`src/core/pif_pkg.sv`:
```
// package: register map, field layout and codes of the peripheral flags
package pif_pkg;

    localparam int unsigned PIF_DATA_W = 32;
    localparam int unsigned PIF_REG_W  = 8;
    localparam int unsigned PIF_ADDR_W = 8;

    // register byte addresses
    localparam logic [7:0] PIF_OFF_FLAGS_ONE  = 8'h00;
    localparam logic [7:0] PIF_OFF_FLAGS_TWO  = 8'h04;
    localparam logic [7:0] PIF_OFF_EN_ONE     = 8'h08;
    localparam logic [7:0] PIF_OFF_EN_TWO     = 8'h0c;
    localparam logic [7:0] PIF_OFF_CORE_CTRL  = 8'h10;
    localparam logic [7:0] PIF_OFF_RX_DATA    = 8'h14;
    localparam logic [7:0] PIF_OFF_TX_DATA    = 8'h18;
    localparam logic [7:0] PIF_OFF_IRQ_STATUS = 8'h1c;
    localparam logic [7:0] PIF_OFF_IRQ_MASK   = 8'h20;

    // first flag register
    localparam int unsigned PIF_BIT_ADC  = 6;
    localparam int unsigned PIF_BIT_RX   = 5;
    localparam int unsigned PIF_BIT_TX   = 4;
    localparam int unsigned PIF_BIT_SSP  = 3;
    localparam int unsigned PIF_BIT_CCP  = 2;
    localparam int unsigned PIF_BIT_PRD  = 1;
    localparam int unsigned PIF_BIT_OVF  = 0;

    // second flag register
    localparam int unsigned PIF_BIT_OSC  = 7;
    localparam int unsigned PIF_BIT_CMP2 = 6;
    localparam int unsigned PIF_BIT_CMP1 = 5;
    localparam int unsigned PIF_BIT_NVW  = 4;

    // core interrupt control
    localparam int unsigned PIF_BIT_PER_EN = 6;

    // implemented and writable bits
    localparam logic [7:0] PIF_IMPL_ONE  = 8'h7f;
    localparam logic [7:0] PIF_WR_ONE    = 8'h4f;
    localparam logic [7:0] PIF_IMPL_TWO  = 8'hf0;
    localparam logic [7:0] PIF_CTRL_MASK = 8'h40;
    localparam logic [7:0] PIF_RST_REG   = 8'h00;

    // capture/compare modes
    localparam logic [1:0] PIF_CCP_OFF     = 2'h0;
    localparam logic [1:0] PIF_CCP_CAPTURE = 2'h1;
    localparam logic [1:0] PIF_CCP_COMPARE = 2'h2;
    localparam logic [1:0] PIF_CCP_PWM     = 2'h3;

    // bus-side interrupt status
    localparam int unsigned PIF_IRQ_W       = 2;
    localparam int unsigned PIF_IRQ_REQ     = 0;
    localparam int unsigned PIF_IRQ_BUS_ERR = 1;
    localparam logic [1:0]  PIF_IRQ_ALL     = 2'h3;

endpackage : pif_pkg
```
`src/core/pif_change_detect.sv`:
```
// change detector: one-cycle pulse when a level input toggles
`timescale 1ns/1ns
module pif_change_detect
    import pif_pkg::*;
#(
    parameter int unsigned WIDTH = 2
)
(
    input  wire logic             clk,
    input  wire logic             sys_rst,
    input  wire logic [WIDTH-1:0] level,
    output logic      [WIDTH-1:0] change
);

    logic [WIDTH-1:0] last_level;
    logic             primed;

    // first sample after reset only loads the history
    always_ff @(posedge clk)
    begin
        if (sys_rst)
        begin
            last_level <= '0;
            primed     <= 1'b0;
            change     <= '0;
        end
        else
        begin
            last_level <= level;
            primed     <= 1'b1;
            change     <= primed ? (level ^ last_level) : '0;
        end
    end

endmodule : pif_change_detect

```
`src/core/pif_flag_bank.sv`:
```
// sticky flag bank: hardware set, software write or write-one-clear
`timescale 1ns/1ns
module pif_flag_bank
    import pif_pkg::*;
#(
    parameter int unsigned      WIDTH      = 8,
    parameter logic [WIDTH-1:0] WRITE_MASK = '1,
    parameter bit               ONE_CLEARS = 1'b0
)
(
    input  wire logic             clk,
    input  wire logic             sys_rst,
    input  wire logic [WIDTH-1:0] set_vec,
    input  wire logic             wr_en,
    input  wire logic [WIDTH-1:0] wr_data,
    output logic      [WIDTH-1:0] flags
);

    logic [WIDTH-1:0] written;
    logic [WIDTH-1:0] w1c_value;
    logic [WIDTH-1:0] sw_value;
    logic [WIDTH-1:0] next_flags;

    assign written   = (flags & ~WRITE_MASK) | (wr_data & WRITE_MASK);
    assign w1c_value = flags & ~(wr_data & WRITE_MASK);
    assign sw_value  = !wr_en ? flags : (ONE_CLEARS ? w1c_value : written);
    // a set in the clearing cycle is kept
    assign next_flags = (sw_value | set_vec) & WRITE_MASK;

    always_ff @(posedge clk)
    begin
        if (sys_rst)
            flags <= '0;
        else
            flags <= next_flags;
    end

endmodule : pif_flag_bank

```
`src/core/pif_peripheral_flags.sv`:
```
// peripheral interrupt flag registers with apb access and request output
//
// Operation
// - first register bit 7, second register bits 3-0 read as zero
// - converter-done flag, bit 6, sets on conversion end, sticky
// - receive-full flag, bit 5, follows buffer; drops on data read
// - transmit-empty flag, bit 4, follows buffer; drops on data write
// - sync-serial-done flag, bit 3, sets on transfer end, sticky
// - capture mode: bit 2 sets on timer capture, sticky
// - compare mode: bit 2 sets on compare match; unused in pwm mode
// - period-match flag, bit 1, sets on period match, sticky
// - overflow flag, bit 0, sets on timer overflow, sticky
// - flags set regardless of individual or global enables
// - oscillator-fail flag, second bit 7, sets on clock failover
// - second comparator flag, bit 6, sets on output change
// - first comparator flag, bit 5, sets on output change
// - nonvolatile-write flag, bit 4, sets on write completion
// - requests pass only with peripheral enable and own enable set
`timescale 1ns/1ns
module pif_peripheral_flags
    import pif_pkg::*;
#(
    parameter int unsigned ADDR_W = PIF_ADDR_W,
    parameter int unsigned DATA_W = PIF_DATA_W
)
(
    input  wire logic              clk,
    input  wire logic              sys_rst,
    // apb slave
    input  wire logic              psel,
    input  wire logic              penable,
    input  wire logic              pwrite,
    input  wire logic [ADDR_W-1:0] paddr,
    input  wire logic [DATA_W-1:0] pwdata,
    output logic      [DATA_W-1:0] prdata,
    output logic                   pready,
    output logic                   pslverr,
    // peripheral events, one-cycle pulses, and the ccp mode level
    input  wire logic              adc_done,
    input  wire logic              ssp_done,
    input  wire logic [1:0]        ccp_mode,
    input  wire logic              ccp_capture,
    input  wire logic              ccp_compare_match,
    input  wire logic              period_match,
    input  wire logic              timer_overflow,
    input  wire logic              osc_fail,
    input  wire logic              nv_write_done,
    // comparator levels
    input  wire logic              comparator_one_output,
    input  wire logic              comparator_two_output,
    // serial port buffers
    input  wire logic              rx_buffer_full,
    input  wire logic [7:0]        rx_data,
    output logic                   rx_data_read,
    input  wire logic              tx_buffer_empty,
    output logic      [7:0]        tx_data,
    output logic                   tx_data_write,
    // interrupt outputs
    output logic                   periph_irq,
    output logic                   irq
);

    // zero-extends a register byte onto the bus
    function automatic logic [DATA_W-1:0] pif_word(
        input logic [PIF_REG_W-1:0] value
    );
        pif_word = {{(DATA_W - PIF_REG_W){1'b0}}, value};
    endfunction : pif_word

    // true when the bus address hits a given register
    function automatic logic pif_hit(
        input logic [ADDR_W-1:0] addr,
        input logic [7:0]        offset
    );
        pif_hit = (addr == ADDR_W'(offset));
    endfunction : pif_hit

    // bus phases
    logic                 access;
    logic                 done;
    logic                 wr_done;
    logic                 rd_done;
    logic                 next_pready;

    // address decode
    logic                 hit_flags_one;
    logic                 hit_flags_two;
    logic                 hit_en_one;
    logic                 hit_en_two;
    logic                 hit_core_ctrl;
    logic                 hit_rx_data;
    logic                 hit_tx_data;
    logic                 hit_irq_status;
    logic                 hit_irq_mask;
    logic                 mapped;

    // software-visible state
    logic [PIF_REG_W-1:0] enable_one;
    logic [PIF_REG_W-1:0] enable_two;
    logic [PIF_REG_W-1:0] core_interrupt_control;
    logic [PIF_IRQ_W-1:0] irq_mask;
    logic [PIF_IRQ_W-1:0] irq_status;

    // flag storage and views
    logic [PIF_REG_W-1:0] sticky_one;
    logic [PIF_REG_W-1:0] sticky_two;
    logic [PIF_REG_W-1:0] set_one;
    logic [PIF_REG_W-1:0] set_two;
    logic [PIF_REG_W-1:0] peripheral_flags_one;
    logic [PIF_REG_W-1:0] peripheral_flags_two;
    logic [PIF_REG_W-1:0] wr_byte;
    logic                 receive_full_flag;
    logic                 transmit_empty_flag;
    logic                 rx_consumed;
    logic                 tx_loaded;
    logic                 next_rx_consumed;
    logic                 next_tx_loaded;

    // event conditioning
    logic                 ccp_hit;
    logic [1:0]           cmp_levels;
    logic [1:0]           cmp_change;

    // request and interrupt
    logic                 per_en;
    logic                 next_periph_irq;
    logic                 req_rise;
    logic                 bus_err_event;
    logic [PIF_IRQ_W-1:0] irq_set;
    logic [DATA_W-1:0]    rd_value;

    assign access      = psel && penable;
    assign done        = access && pready;
    assign wr_done     = done && pwrite;
    assign rd_done     = done && !pwrite;
    // one wait state, answer one cycle into the access phase
    assign next_pready = access && !pready;

    assign hit_flags_one  = pif_hit(paddr, PIF_OFF_FLAGS_ONE);
    assign hit_flags_two  = pif_hit(paddr, PIF_OFF_FLAGS_TWO);
    assign hit_en_one     = pif_hit(paddr, PIF_OFF_EN_ONE);
    assign hit_en_two     = pif_hit(paddr, PIF_OFF_EN_TWO);
    assign hit_core_ctrl  = pif_hit(paddr, PIF_OFF_CORE_CTRL);
    assign hit_rx_data    = pif_hit(paddr, PIF_OFF_RX_DATA);
    assign hit_tx_data    = pif_hit(paddr, PIF_OFF_TX_DATA);
    assign hit_irq_status = pif_hit(paddr, PIF_OFF_IRQ_STATUS);
    assign hit_irq_mask   = pif_hit(paddr, PIF_OFF_IRQ_MASK);
    assign mapped = hit_flags_one || hit_flags_two || hit_en_one
                 || hit_en_two || hit_core_ctrl || hit_rx_data
                 || hit_tx_data || hit_irq_status || hit_irq_mask;

    assign wr_byte = pwdata[PIF_REG_W-1:0];

    // capture and compare share one flag; pwm and off leave it alone
    assign ccp_hit = ((ccp_mode == PIF_CCP_CAPTURE) && ccp_capture)
                  || ((ccp_mode == PIF_CCP_COMPARE)
                      && ccp_compare_match);

    assign cmp_levels = {comparator_two_output, comparator_one_output};

    // comparator toggles become one-cycle events
    pif_change_detect #(
        .WIDTH (2)
    ) u_cmp_change (
        .clk     (clk),
        .sys_rst (sys_rst),
        .level   (cmp_levels),
        .change  (cmp_change)
    );

    // events feed the flags with no enable in the path
    always_comb
    begin
        set_one               = '0;
        set_one[PIF_BIT_ADC]  = adc_done;
        set_one[PIF_BIT_SSP]  = ssp_done;
        set_one[PIF_BIT_CCP]  = ccp_hit;
        set_one[PIF_BIT_PRD]  = period_match;
        set_one[PIF_BIT_OVF]  = timer_overflow;
    end

    always_comb
    begin
        set_two               = '0;
        set_two[PIF_BIT_OSC]  = osc_fail;
        set_two[PIF_BIT_CMP2] = cmp_change[1];
        set_two[PIF_BIT_CMP1] = cmp_change[0];
        set_two[PIF_BIT_NVW]  = nv_write_done;
    end

    // sticky flags of the first register; buffer bits are not stored here
    pif_flag_bank #(
        .WIDTH      (PIF_REG_W),
        .WRITE_MASK (PIF_WR_ONE),
        .ONE_CLEARS (1'b0)
    ) u_flags_one (
        .clk     (clk),
        .sys_rst (sys_rst),
        .set_vec (set_one),
        .wr_en   (wr_done && hit_flags_one),
        .wr_data (wr_byte),
        .flags   (sticky_one)
    );

    // sticky flags of the second register
    pif_flag_bank #(
        .WIDTH      (PIF_REG_W),
        .WRITE_MASK (PIF_IMPL_TWO),
        .ONE_CLEARS (1'b0)
    ) u_flags_two (
        .clk     (clk),
        .sys_rst (sys_rst),
        .set_vec (set_two),
        .wr_en   (wr_done && hit_flags_two),
        .wr_data (wr_byte),
        .flags   (sticky_two)
    );

    // receive buffer counts as drained once its data has been read
    assign next_rx_consumed = rx_buffer_full
                           && (rx_consumed || (rd_done && hit_rx_data));
    // transmit buffer counts as filled once its data has been written
    assign next_tx_loaded   = tx_buffer_empty
                           && (tx_loaded || (wr_done && hit_tx_data));

    always_ff @(posedge clk)
    begin
        if (sys_rst)
        begin
            rx_consumed       <= 1'b0;
            receive_full_flag <= 1'b0;
        end
        else
        begin
            rx_consumed       <= next_rx_consumed;
            receive_full_flag <= rx_buffer_full && !next_rx_consumed;
        end
    end

    always_ff @(posedge clk)
    begin
        if (sys_rst)
        begin
            tx_loaded           <= 1'b0;
            transmit_empty_flag <= 1'b0;
        end
        else
        begin
            tx_loaded           <= next_tx_loaded;
            transmit_empty_flag <= tx_buffer_empty && !next_tx_loaded;
        end
    end

    // strobes and data towards the serial port
    always_ff @(posedge clk)
    begin
        if (sys_rst)
        begin
            rx_data_read  <= 1'b0;
            tx_data_write <= 1'b0;
            tx_data       <= PIF_RST_REG;
        end
        else
        begin
            rx_data_read  <= rd_done && hit_rx_data;
            tx_data_write <= wr_done && hit_tx_data;
            if (wr_done && hit_tx_data)
                tx_data <= wr_byte;
        end
    end

    // unimplemented bits forced low on every view
    assign peripheral_flags_one = (sticky_one
        | (PIF_REG_W'(receive_full_flag) << PIF_BIT_RX)
        | (PIF_REG_W'(transmit_empty_flag) << PIF_BIT_TX))
        & PIF_IMPL_ONE;
    assign peripheral_flags_two = sticky_two & PIF_IMPL_TWO;

    // enable and control registers
    always_ff @(posedge clk)
    begin
        if (sys_rst)
        begin
            enable_one             <= PIF_RST_REG;
            enable_two             <= PIF_RST_REG;
            core_interrupt_control <= PIF_RST_REG;
        end
        else if (wr_done)
        begin
            if (hit_en_one)
                enable_one <= wr_byte & PIF_IMPL_ONE;
            if (hit_en_two)
                enable_two <= wr_byte & PIF_IMPL_TWO;
            if (hit_core_ctrl)
                core_interrupt_control <= wr_byte & PIF_CTRL_MASK;
        end
    end

    assign per_en = core_interrupt_control[PIF_BIT_PER_EN];

    // peripheral request: any enabled flag, behind the peripheral enable
    assign next_periph_irq = per_en
        && (|((peripheral_flags_one & enable_one)
            | (peripheral_flags_two & enable_two)));

    always_ff @(posedge clk)
    begin
        if (sys_rst)
            periph_irq <= 1'b0;
        else
            periph_irq <= next_periph_irq;
    end

    // bus-side interrupt status: request rise and bus error
    assign req_rise      = next_periph_irq && !periph_irq;
    assign bus_err_event = done && !mapped;

    always_comb
    begin
        irq_set                  = '0;
        irq_set[PIF_IRQ_REQ]     = req_rise;
        irq_set[PIF_IRQ_BUS_ERR] = bus_err_event;
    end

    pif_flag_bank #(
        .WIDTH      (PIF_IRQ_W),
        .WRITE_MASK (PIF_IRQ_ALL),
        .ONE_CLEARS (1'b1)
    ) u_irq_status (
        .clk     (clk),
        .sys_rst (sys_rst),
        .set_vec (irq_set),
        .wr_en   (wr_done && hit_irq_status),
        .wr_data (pwdata[PIF_IRQ_W-1:0]),
        .flags   (irq_status)
    );

    always_ff @(posedge clk)
    begin
        if (sys_rst)
            irq_mask <= '0;
        else if (wr_done && hit_irq_mask)
            irq_mask <= pwdata[PIF_IRQ_W-1:0];
    end

    always_ff @(posedge clk)
    begin
        if (sys_rst)
            irq <= 1'b0;
        else
            irq <= |(irq_status & irq_mask);
    end

    // read selection; the transmit data register reads as zero
    assign rd_value =
          hit_flags_one  ? pif_word(peripheral_flags_one)
        : hit_flags_two  ? pif_word(peripheral_flags_two)
        : hit_en_one     ? pif_word(enable_one)
        : hit_en_two     ? pif_word(enable_two)
        : hit_core_ctrl  ? pif_word(core_interrupt_control)
        : hit_rx_data    ? pif_word(rx_data)
        : hit_irq_status ? pif_word(PIF_REG_W'(irq_status))
        : hit_irq_mask   ? pif_word(PIF_REG_W'(irq_mask))
        : '0;

    // answer: pready, data and error all come from flops
    always_ff @(posedge clk)
    begin
        if (sys_rst)
        begin
            pready  <= 1'b0;
            prdata  <= '0;
            pslverr <= 1'b0;
        end
        else
        begin
            pready  <= next_pready;
            pslverr <= next_pready && !mapped;
            if (next_pready)
                prdata <= pwrite ? '0 : rd_value;
        end
    end

endmodule : pif_peripheral_flags

```
`config.mk`:
```
export PLATFORM = sky130hd
export DESIGN_NAME = pif_peripheral_flags
export DESIGN_NICKNAME = d
export VERILOG_FILES = /design/src/core/pif_pkg.sv /design/src/core/pif_change_detect.sv /design/src/core/pif_flag_bank.sv /design/src/core/pif_peripheral_flags.sv
export SDC_FILE = /design/constraint.sdc
export NUM_CORES = 1
export LEC_CHECK = 0
export ABC_AREA = 1
export BUFFER_PORTS_ARGS = -buffer_cell sky130_fd_sc_hd__buf_2
export CAP_MARGIN = 5
export CORE_ASPECT_RATIO = 0.9
export CORE_MARGIN = 1
export CORE_UTILIZATION = 53
export DETAILED_ROUTE_END_ITERATION = 12
export PLACE_DENSITY = 0.86
export RECOVER_POWER = 50
export SETUP_SLACK_MARGIN = 0.5
export SLEW_MARGIN = 20
export SYNTH_ARGS = -nofsm -noshare
export SYNTH_HDL_FRONTEND = slang
export SYNTH_HIERARCHICAL = 1
export SYNTH_SLANG_ARGS = --single-unit
```
`constraint.sdc`:
```
create_clock -name clk -period 3.56 [get_ports clk]
set_input_delay 0.356 -clock clk [delete_from_list [all_inputs] [get_ports clk]]
set_output_delay 0.356 -clock clk [all_outputs]
set_load 0.01 [all_outputs]
```
Yosys cells after proc, flatten, opt, wreduce, memory -nomap -nowiden
Cells that the tools add are included.
{ "totals": {"n_memories": 0, "romBits": 0, "latch_bits": 0, "ff_bits": 84, "ram_bits": 0, "in_bits": 67, "out_inout_bits": 46} }
{ "op_classes": {"n_reduce_logical": 45, "eq_ne": 10, "n_bitwise": 15, "shift": 0, "multipliers": 0, "magnitude_cmp": 0, "mux": 13, "div": 0, "add_sub_neg": 0} }
{ "ops": {"columns": ["operator", "count"], "rows": [
  ["two-way mux 8 bit", 8],
  ["equality test 8 x 5 -> 1 bit, second input constant", 4],
  ["logical AND 1 bit", 21],
  ["equality test 8 x 4 -> 1 bit, second input constant", 2],
  ["logical OR 1 bit", 11],
  ["bitwise AND 8 bit", 1],
  ["equality test 8 x 3 -> 1 bit, second input constant", 1],
  ["equality test 8 x 6 -> 1 bit, second input constant", 1],
  ["logical NOT 8 bit", 1],
  ["OR 4 x 8 -> 8 bit", 1],
  ["OR 7 x 8 -> 8 bit", 1],
  ["OR 8 bit", 1],
  ["OR reduction 8 bit", 1],
  ["bitwise AND 7 bit", 1],
  ["two-way mux 7 bit", 1],
  ["OR 1 x 7 -> 7 bit, first input constant", 1],
  ["OR 7 x 5 -> 7 bit", 1],
  ["OR 7 x 6 -> 7 bit", 1],
  ["OR 7 bit", 1],
  ["logical NOT 1 bit", 6],
  ["two-way mux 2 bit", 3],
  ["AND reduction 2 bit", 3],
  ["bitwise AND 2 bit", 2],
  ["OR reduction 2 bit", 2],
  ["other kinds (7)", 7]
]} }

Longest topological paths before layout
Gate-level depths: netlist of run 1.
{ "depth": {"word_depth": 12, "depth_mapped": 11, "ltp_nobuf": 11} }

Cells and area by module
Netlist of run 1, hierarchy kept.
{ "by_module_without_submodules": {"columns": ["module", "area_each_um2", "seq_area_each_um2", "n_inst", "cells_per_inst"], "rows": [
  ["pif_peripheral_flags", 2288.4, 800.8, 1, 327],
  ["pif_flag_bank at u_flags_one", 269.0, 100.1, 1, 42],
  ["pif_flag_bank at u_flags_two", 219.0, 80.1, 1, 36],
  ["pif_change_detect", 167.7, 100.1, 1, 21],
  ["pif_flag_bank at u_irq_status", 72.6, 40.0, 1, 10]
]} }

Worst setup path before layout of run 1
OpenSTA, ideal clock, no wires.
{ "synth_path": {"path_kind": "input-to-reg", "start": "input paddr[1]", "end": "register u_flags_one.flags[0]", "stages": 10, "n_path_buf": 0, "arrival_ns": 1.530, "setup_ns": 0.109, "setup_slack_ns": 1.922, "path_cell_list": "nor2_4 nand3_2 nor2_2 inv_2 nor2_1 inv_2 nand2_1 nand3_1 nand2_1 inv_1"} }
{ "synth_between": {"elab_chain_len": 4} }
{ "synth_lines": {"columns": ["element", "line", "rtl"], "rows": [
  ["from (decl)", "pif_peripheral_flags.sv:33", "input wire logic [ADDR_W-1:0] paddr,"],
  ["logical NOT 8 bit", "pif_peripheral_flags.sv:75", "pif_hit = (addr == ADDR_W'(offset));"],
  ["logical AND 1 bit", "pif_peripheral_flags.sv:200", ".wr_en (wr_done && hit_flags_one),"],
  ["two-way mux 7 bit", "pif_flag_bank.sv:26", "assign sw_value = !wr_en ? flags : (ONE_CLEARS ? w1c_value : written);"],
  ["OR 7 bit", "pif_flag_bank.sv:28", "assign next_flags = (sw_value | set_vec) & WRITE_MASK;"],
  ["to (signal assigned)", "pif_flag_bank.sv:35", "flags <= next_flags;"],
  ["to (decl)", "pif_flag_bank.sv:16", "output logic [WIDTH-1:0] flags"]
]} }
No other way between the ends.
A chain may end at the register's enable or synchronous reset.

Worst setup path in the final report of run 1
{ "layout_path": {"start": "input sys_rst", "end": "register pslverr"} }
{ "layout_rtl": {"columns": ["element", "line", "rtl"], "rows": [
  ["from (decl)", "pif_peripheral_flags.sv:28", "input wire logic sys_rst,"],
  ["to (signal assigned)", "pif_peripheral_flags.sv:378", "pslverr <= next_pready && !mapped;"],
  ["to (decl)", "pif_peripheral_flags.sv:37", "output logic pslverr,"]
]} }
No word-level cell between the ends.

==> flow_metrics.env, run 1 <==
export IMPL_cts_sinks=56
export IMPL_nFillCells=515
export IMPL_drc=0
export IMPL_critPathMaxFanout=31
export IMPL_finalSetupViolCount=0
export IMPL_layout_drive_gt1_share_pct=19.19
export IMPL_root_buffer="clkbuf_8"
export IMPL_cp_startpoint="sys_rst"
export IMPL_path_depth=3
export IMPL_maxCapViolCount=1
export IMPL_start_kind="primary input"
export IMPL_hold_class="primary input to register"
export IMPL_reg2reg_to="u_flags_two/flags[6]$_SDFF_PP0_"
export IMPL_drt_pass1_iter_count=4
export IMPL_period_share_pct=61.48
export IMPL_ant_nets=0
export IMPL_rsz0062_at_grt="no"
export IMPL_status="complete, but fails checks"
export IMPL_antenna_cells=0
export IMPL_path_class="primary input to register"
export IMPL_required_ns=3.73
export IMPL_cp_common_cell="clkbuf_1"
export IMPL_wirelength_mm=6.398
export IMPL_rr_worst_depth=7
export IMPL_grt_max_degree=32
export IMPL_hpwl_mm=4.860
export IMPL_core_area_um2=5318
export IMPL_cp_top_family="buffers and inverters"
export IMPL_port_buffers=64
export IMPL_cts_made_buffers=5
export IMPL_insertion_delay_ns=0.32
export IMPL_drt_iter0_markers=181
export IMPL_fin_nets=561
export IMPL_fin_crit_ns=2.189
export IMPL_cp_cell_sequence="clkbuf_1 -> clkbuf_1 -> nor3_1"
export IMPL_gp_congestion=0.8982
export IMPL_syn_to_final_growth_pct=11.14
export IMPL_critPathBufInv=2
export IMPL_vias_per_cell=4.776
export IMPL_vias=2684
export IMPL_initial_utilization_pct=55.95
export IMPL_antenna_found_initial=0
export IMPL_crit_end="pslverr$_SDFF_PP0_"
export IMPL_clk_pin_slew_ns=0.11
export IMPL_fin_area_um2=3307
export IMPL_cpMaxStageDelayCell="clkbuf_1"
export IMPL_overflow=0
export IMPL_grt_pass1_vias=2502
export IMPL_cts_setup_buffers=0
export IMPL_die_y_um=73.08
export IMPL_seqCellArea_um2=1121
export IMPL_yosysWarnings=6
export IMPL_p_total_uw=1134
export IMPL_cp_arrival_ns=2.36
export IMPL_rrSetupSlack_ns=1.65
export IMPL_grt_usage_pct=23.11
export IMPL_violations="max-capacitance violations, max-slew violations"
export IMPL_hold_path_depth=3
export IMPL_clockBufferDepth=2
export IMPL_cts_htree_levels=2
export IMPL_synthCells=430
export IMPL_worstMarginPinSlew_ns=1.611
export IMPL_p_per_area_nw_per_um2=342.8
export IMPL_cp_end_kind="register"
export IMPL_r2r_start="pready$_SDFF_PP0_"
export IMPL_p_leak_uw=0.001520
export IMPL_hold_buffers=0
export IMPL_fp_dieW_um=80.98
export IMPL_avgRoutedWirePerCell_um=11.38
export IMPL_skew_ns=0.007130
export IMPL_dieArea_um2=5918
export IMPL_fin_tns_setup_ns=0
export IMPL_report_final_slew_viol_count=32
export IMPL_multiInputGateArea_um2=1416
export IMPL_syn_avg_cell_area_um2=6.919
export IMPL_max_freq_ghz=0.4569
export IMPL_placed_cell_area_um2=3244
export IMPL_peakVddDrop_mv=0.2544
export IMPL_cts_tree="built"
export IMPL_relSlewSlack_pct=-7.385
export IMPL_io_pins=113
export IMPL_slowest_delay_ns=1.14
export IMPL_hold_viol=0
export IMPL_netlist_area_um2=2975
export IMPL_grt_pass1_wl_mm=10.49
export IMPL_num_rows=25
export IMPL_cts_resized=0
cells in the final DEF (no fill, tap or decap), drive strengths merged, types with 2 or more instances in the layout:
cell type and instances:
nand2 133, inv 72, dfxtp 56, nor2 53, buf 41, clkbuf 29, conb 26, a21oi 25
nand3 24, a211oi 12, nor3 6, nand4 6, clkinv 3, nor3b 2
how the worst min path moves through the flow:
stage	slack (ns)	to	start
6_report	0.25	rx_consumed$_SDFF_PP0_	rx_buffer_full
3_5_place_dp	0.45	prdata[1]$_SDFFE_PP0P_	prdata[1]$_SDFFE_PP0P_
3_3_place_gp	0.45	tx_data[1]$_SDFFE_PP0P_	tx_data[1]$_SDFFE_PP0P_
4_1_cts	0.25	rx_consumed$_SDFF_PP0_	rx_buffer_full
5_1_grt	0.27	tx_loaded$_SDFF_PP0_	tx_buffer_empty
2_1_floorplan	0.42	u_cmp_change/primed$_DFF_P_	sys_rst
state kept, by name (all words and copies together), names as in the netlist, 2 cells and up:
| register | count |
|---|---|
| u_irq_status/flags | 2 |
| enable_two | 4 |
| u_cmp_change/last_level | 2 |
| enable_one | 7 |
| u_cmp_change/change | 2 |
| prdata | 8 |
| u_flags_two/flags | 4 |
| u_flags_one/flags | 5 |
| irq_mask | 2 |
| tx_data | 8 |
power by group:
group / internal [µW] / switching [µW] / total, µW
Sequential: 639 / 8.77 / 648
Combinational: 36.9 / 73.5 / 110
Clock: 149 / 226 / 375
tightest hold or removal path, delay by kind of cell:
kind,cells,cell delay [ns]
and+or+nand+nor,2,0.08
buffers and inverters,1,0.10
stage by stage:
step	worst slack [ns]	std cells	hold slack, ns	utilization (%)
floorplan	1.922	454	0.4245	-
global placement	1.469	554	0.4503	61.01
detailed placement	1.437	554	0.4548	61.01
CTS	1.672	562	0.2527	62.85
global route	1.237	562	0.2703	62.19
finish	1.371	562	0.2543	62.19
layout make-up:
| type | instances | area share (%) |
|---|---|---|
| multi-input combinational | 293 | 42.83 |
| sequential | 56 | 33.90 |
| timing repair buffer | 65 | 8.929 |
| inverter | 73 | 8.854 |
| tap | 67 | 2.535 |
| clock buffer | 5 | 2.081 |
| clock inverter | 3 | 0.8702 |
per-layer routing:
layer / part of all wire [%] / track usage (%)
met1: 45 / 28.23
met2: 48 / 40.43
met3: 5.9 / 4.000
met4: 1.3 / 8.532
met5: 0 / 0
No activity file was read; power rests on OpenSTA's default activity.
==> inputs of run 2 (changes only) <==
CORE_UTILIZATION = 49   (was 53)
PLACE_DENSITY = 0.81   (was 0.86)
clock period = 2.17 ns   (was 3.56 ns; I/O delays follow)
==> run 2 against run 1 <==
Against the previous run:
- the run ends with design-rule violations left
- cell count is 1.2% higher
- via count is 0.89% higher
- power is 64% higher
- register-to-register slack worse by 1.3 ns
- sequential share of layout area is 0.32 points lower
- clock power is 66% higher
- hold slack worse by 0.14 ns
- setup slack worse by 0.97 ns
- critical path depth stayed put
- critical path type unchanged
- largest cell class unchanged
- largest power group unchanged
- highest routed layer unchanged
==> flow_metrics.env, run 2 (synthesis gave the netlist of run 1 again) <==
export IMPL_status="complete, but fails checks"
export IMPL_violations="design-rule violations"
export IMPL_overflow=0
export IMPL_cp_common_cell="clkbuf_1"
export IMPL_rrSetupSlack_ns=0.40
export IMPL_drt_iter0_markers=165
export IMPL_cp_arrival_ns=1.94
export IMPL_p_leak_uw=0.001536
export IMPL_peakVddDrop_mv=0.4004
export IMPL_cts_made_buffers=5
export IMPL_die_y_um=75.93
export IMPL_root_buffer="clkbuf_8"
export IMPL_drc=10
export IMPL_layout_setup_ws_ns=0.3993
export IMPL_maxCapViolCount=0
export IMPL_worstMarginPinSlew_ns=1.216
export IMPL_antenna_found_initial=0
export IMPL_clockBufferDepth=2
export IMPL_grt_pass1_wl_mm=10.55
export IMPL_max_freq_ghz=0.5648
export IMPL_port_buffers=64
export IMPL_cp_end_kind="register"
export IMPL_layout_drive_gt1_share_pct=19.44
export IMPL_required_ns=2.34
export IMPL_insertion_delay_ns=0.32
export IMPL_fp_dieW_um=84.14
export IMPL_relSlewSlack_pct=18.91
export IMPL_ant_nets=0
export IMPL_grt_pass1_vias=2494
export IMPL_cp_cell_sequence="clkbuf_1 -> clkbuf_1 -> nor3_1"
export IMPL_hpwl_mm=4.887
export IMPL_reg_top3="prdata (8), tx_data (8), enable_one (7)"
export IMPL_cts_tree="built"
export IMPL_avgRoutedWirePerCell_um=11.11
export IMPL_rr_worst_depth=9
export IMPL_vias=2708
export IMPL_grt_max_degree=24
export IMPL_reg2reg_to="u_flags_one/flags[1]$_SDFF_PP0_"
export IMPL_skew_ns=0.01116
export IMPL_period_share_pct=81.60
export IMPL_fin_crit_ns=1.771
export IMPL_core_area_um2=5758
export IMPL_rsz0062_at_grt="no"
export IMPL_layout_commonest_cell="nand2_1"
export IMPL_r2r_start="pready$_SDFF_PP0_"
export IMPL_cts_htree_levels=2
export IMPL_finalSetupViolCount=0
export IMPL_initial_utilization_pct=51.67
export IMPL_dpl_worst_slack_ns=0.4282
export IMPL_gp_congestion=0.9059
export IMPL_dieArea_um2=6388
export IMPL_report_final_slew_viol_count=0
export IMPL_cpMaxStageDelayCell="clkbuf_1"
export IMPL_drt_pass1_iter_count=8
export IMPL_cp_top_family="buffers and inverters"
export IMPL_slowest_delay_ns=0.87
export IMPL_antenna_cells=0
export IMPL_fin_tns_setup_ns=0
export IMPL_fin_nets=565
export IMPL_layout_common_cells="nand2_1 (129), inv_1 (58), dfxtp_1 (56), buf_2 (41), nor2_1 (40)"
export IMPL_holdCritStartpoint="tx_buffer_empty"
export IMPL_cts_sinks=56
export IMPL_syn_to_final_growth_pct=12.20
export IMPL_path_class="primary input to register"
export IMPL_start_kind="primary input"
export IMPL_hold_viol=0
export IMPL_wirelength_mm=6.323
export IMPL_vias_per_cell=4.759
export IMPL_io_pins=113
export IMPL_p_per_area_nw_per_um2=558.4
export IMPL_hold_path_depth=3
export IMPL_hold_class="primary input to register"
export IMPL_hold_path_endpoint="tx_loaded$_SDFF_PP0_"
export IMPL_critPathBufInv=2
export IMPL_clk_pin_slew_ns=0.12
export IMPL_hold_buffers=0
export IMPL_critPathMaxFanout=23
export IMPL_num_rows=26
export IMPL_grt_usage_pct=20.25
-- run 2: cell count changes in the layout (fill, tap and decap cells not counted), sizes merged --
cell,change
buf,+3
clkbuf,+1
-- run 2: layout make-up --
cell class              count  area [µm²]
fillers                   582        2420
multi-input cells         293        1405
flip-flops and latches     56        1121
repair buffers             69       334.1
inverters                  73       292.8
well taps                  70       87.58
clock buffers               5       68.82
clock inverters             3       28.78
-- run 2: worst max-delay path by stage --
stage                       from  cells past startpoint                              end
4_1_cts        pready$_SDFF_PP0_                      7          tx_data[3]$_SDFFE_PP0P_
6_report                 sys_rst                      3               pslverr$_SDFF_PP0_
5_1_grt        pready$_SDFF_PP0_                      9  u_flags_one/flags[1]$_SDFF_PP0_
3_3_place_gp            paddr[1]                     11  u_flags_one/flags[1]$_SDFF_PP0_
2_1_floorplan  pready$_SDFF_PP0_                      9  u_flags_two/flags[4]$_SDFF_PP0_
3_5_place_dp            paddr[1]                     11  u_flags_one/flags[1]$_SDFF_PP0_
-- run 2: worst min-delay path, stage by stage --
cell,delay (ns)
buf_2,0.11
nand2_1,0.06
nor2_1,0.03
-- run 2: stage by stage --
stage	std cells	utilization [%]	hold WS (ns)	power (µW)	cell area, µm²
5_1_grt	569	57.97	0.1066	1948	3338
3_5_place_dp	560	56.80	0.4507	1269	3271
2_1_floorplan	454	-	0.2855	1223	3065
6_report	569	57.97	0.1188	1864	3338
4_1_cts	568	58.54	0.1115	1883	3371
3_3_place_gp	560	56.80	0.4475	1264	3271
-- run 2: report_power, final --
group          switching (µW)  leakage (µW)  internal (µW)  total [µW]
sequential               14.3      0.000456           1050        1060
clock                     376     0.0000511            245         621
combinational             120       0.00103           60.6         181
-- run 2: what timing repair did --
item / in CTS / in global routing
buffers inserted: 0 / 1
setup endpoints to repair: 3 / 8
gates resized for setup: 1 / 0
endpoints found under the hold margin: 0 / 0
-- run 2: per-layer routing --
metal / track usage (%) / vias to the layer above / part of all wire, %
met5: 0 / - / 0
li1: - / 1411 / -
met4: 6.552 / 0 / 1.2
met2: 34.67 / 87 / 46
met3: 4.031 / 8 / 7.7
met1: 25.48 / 1202 / 45
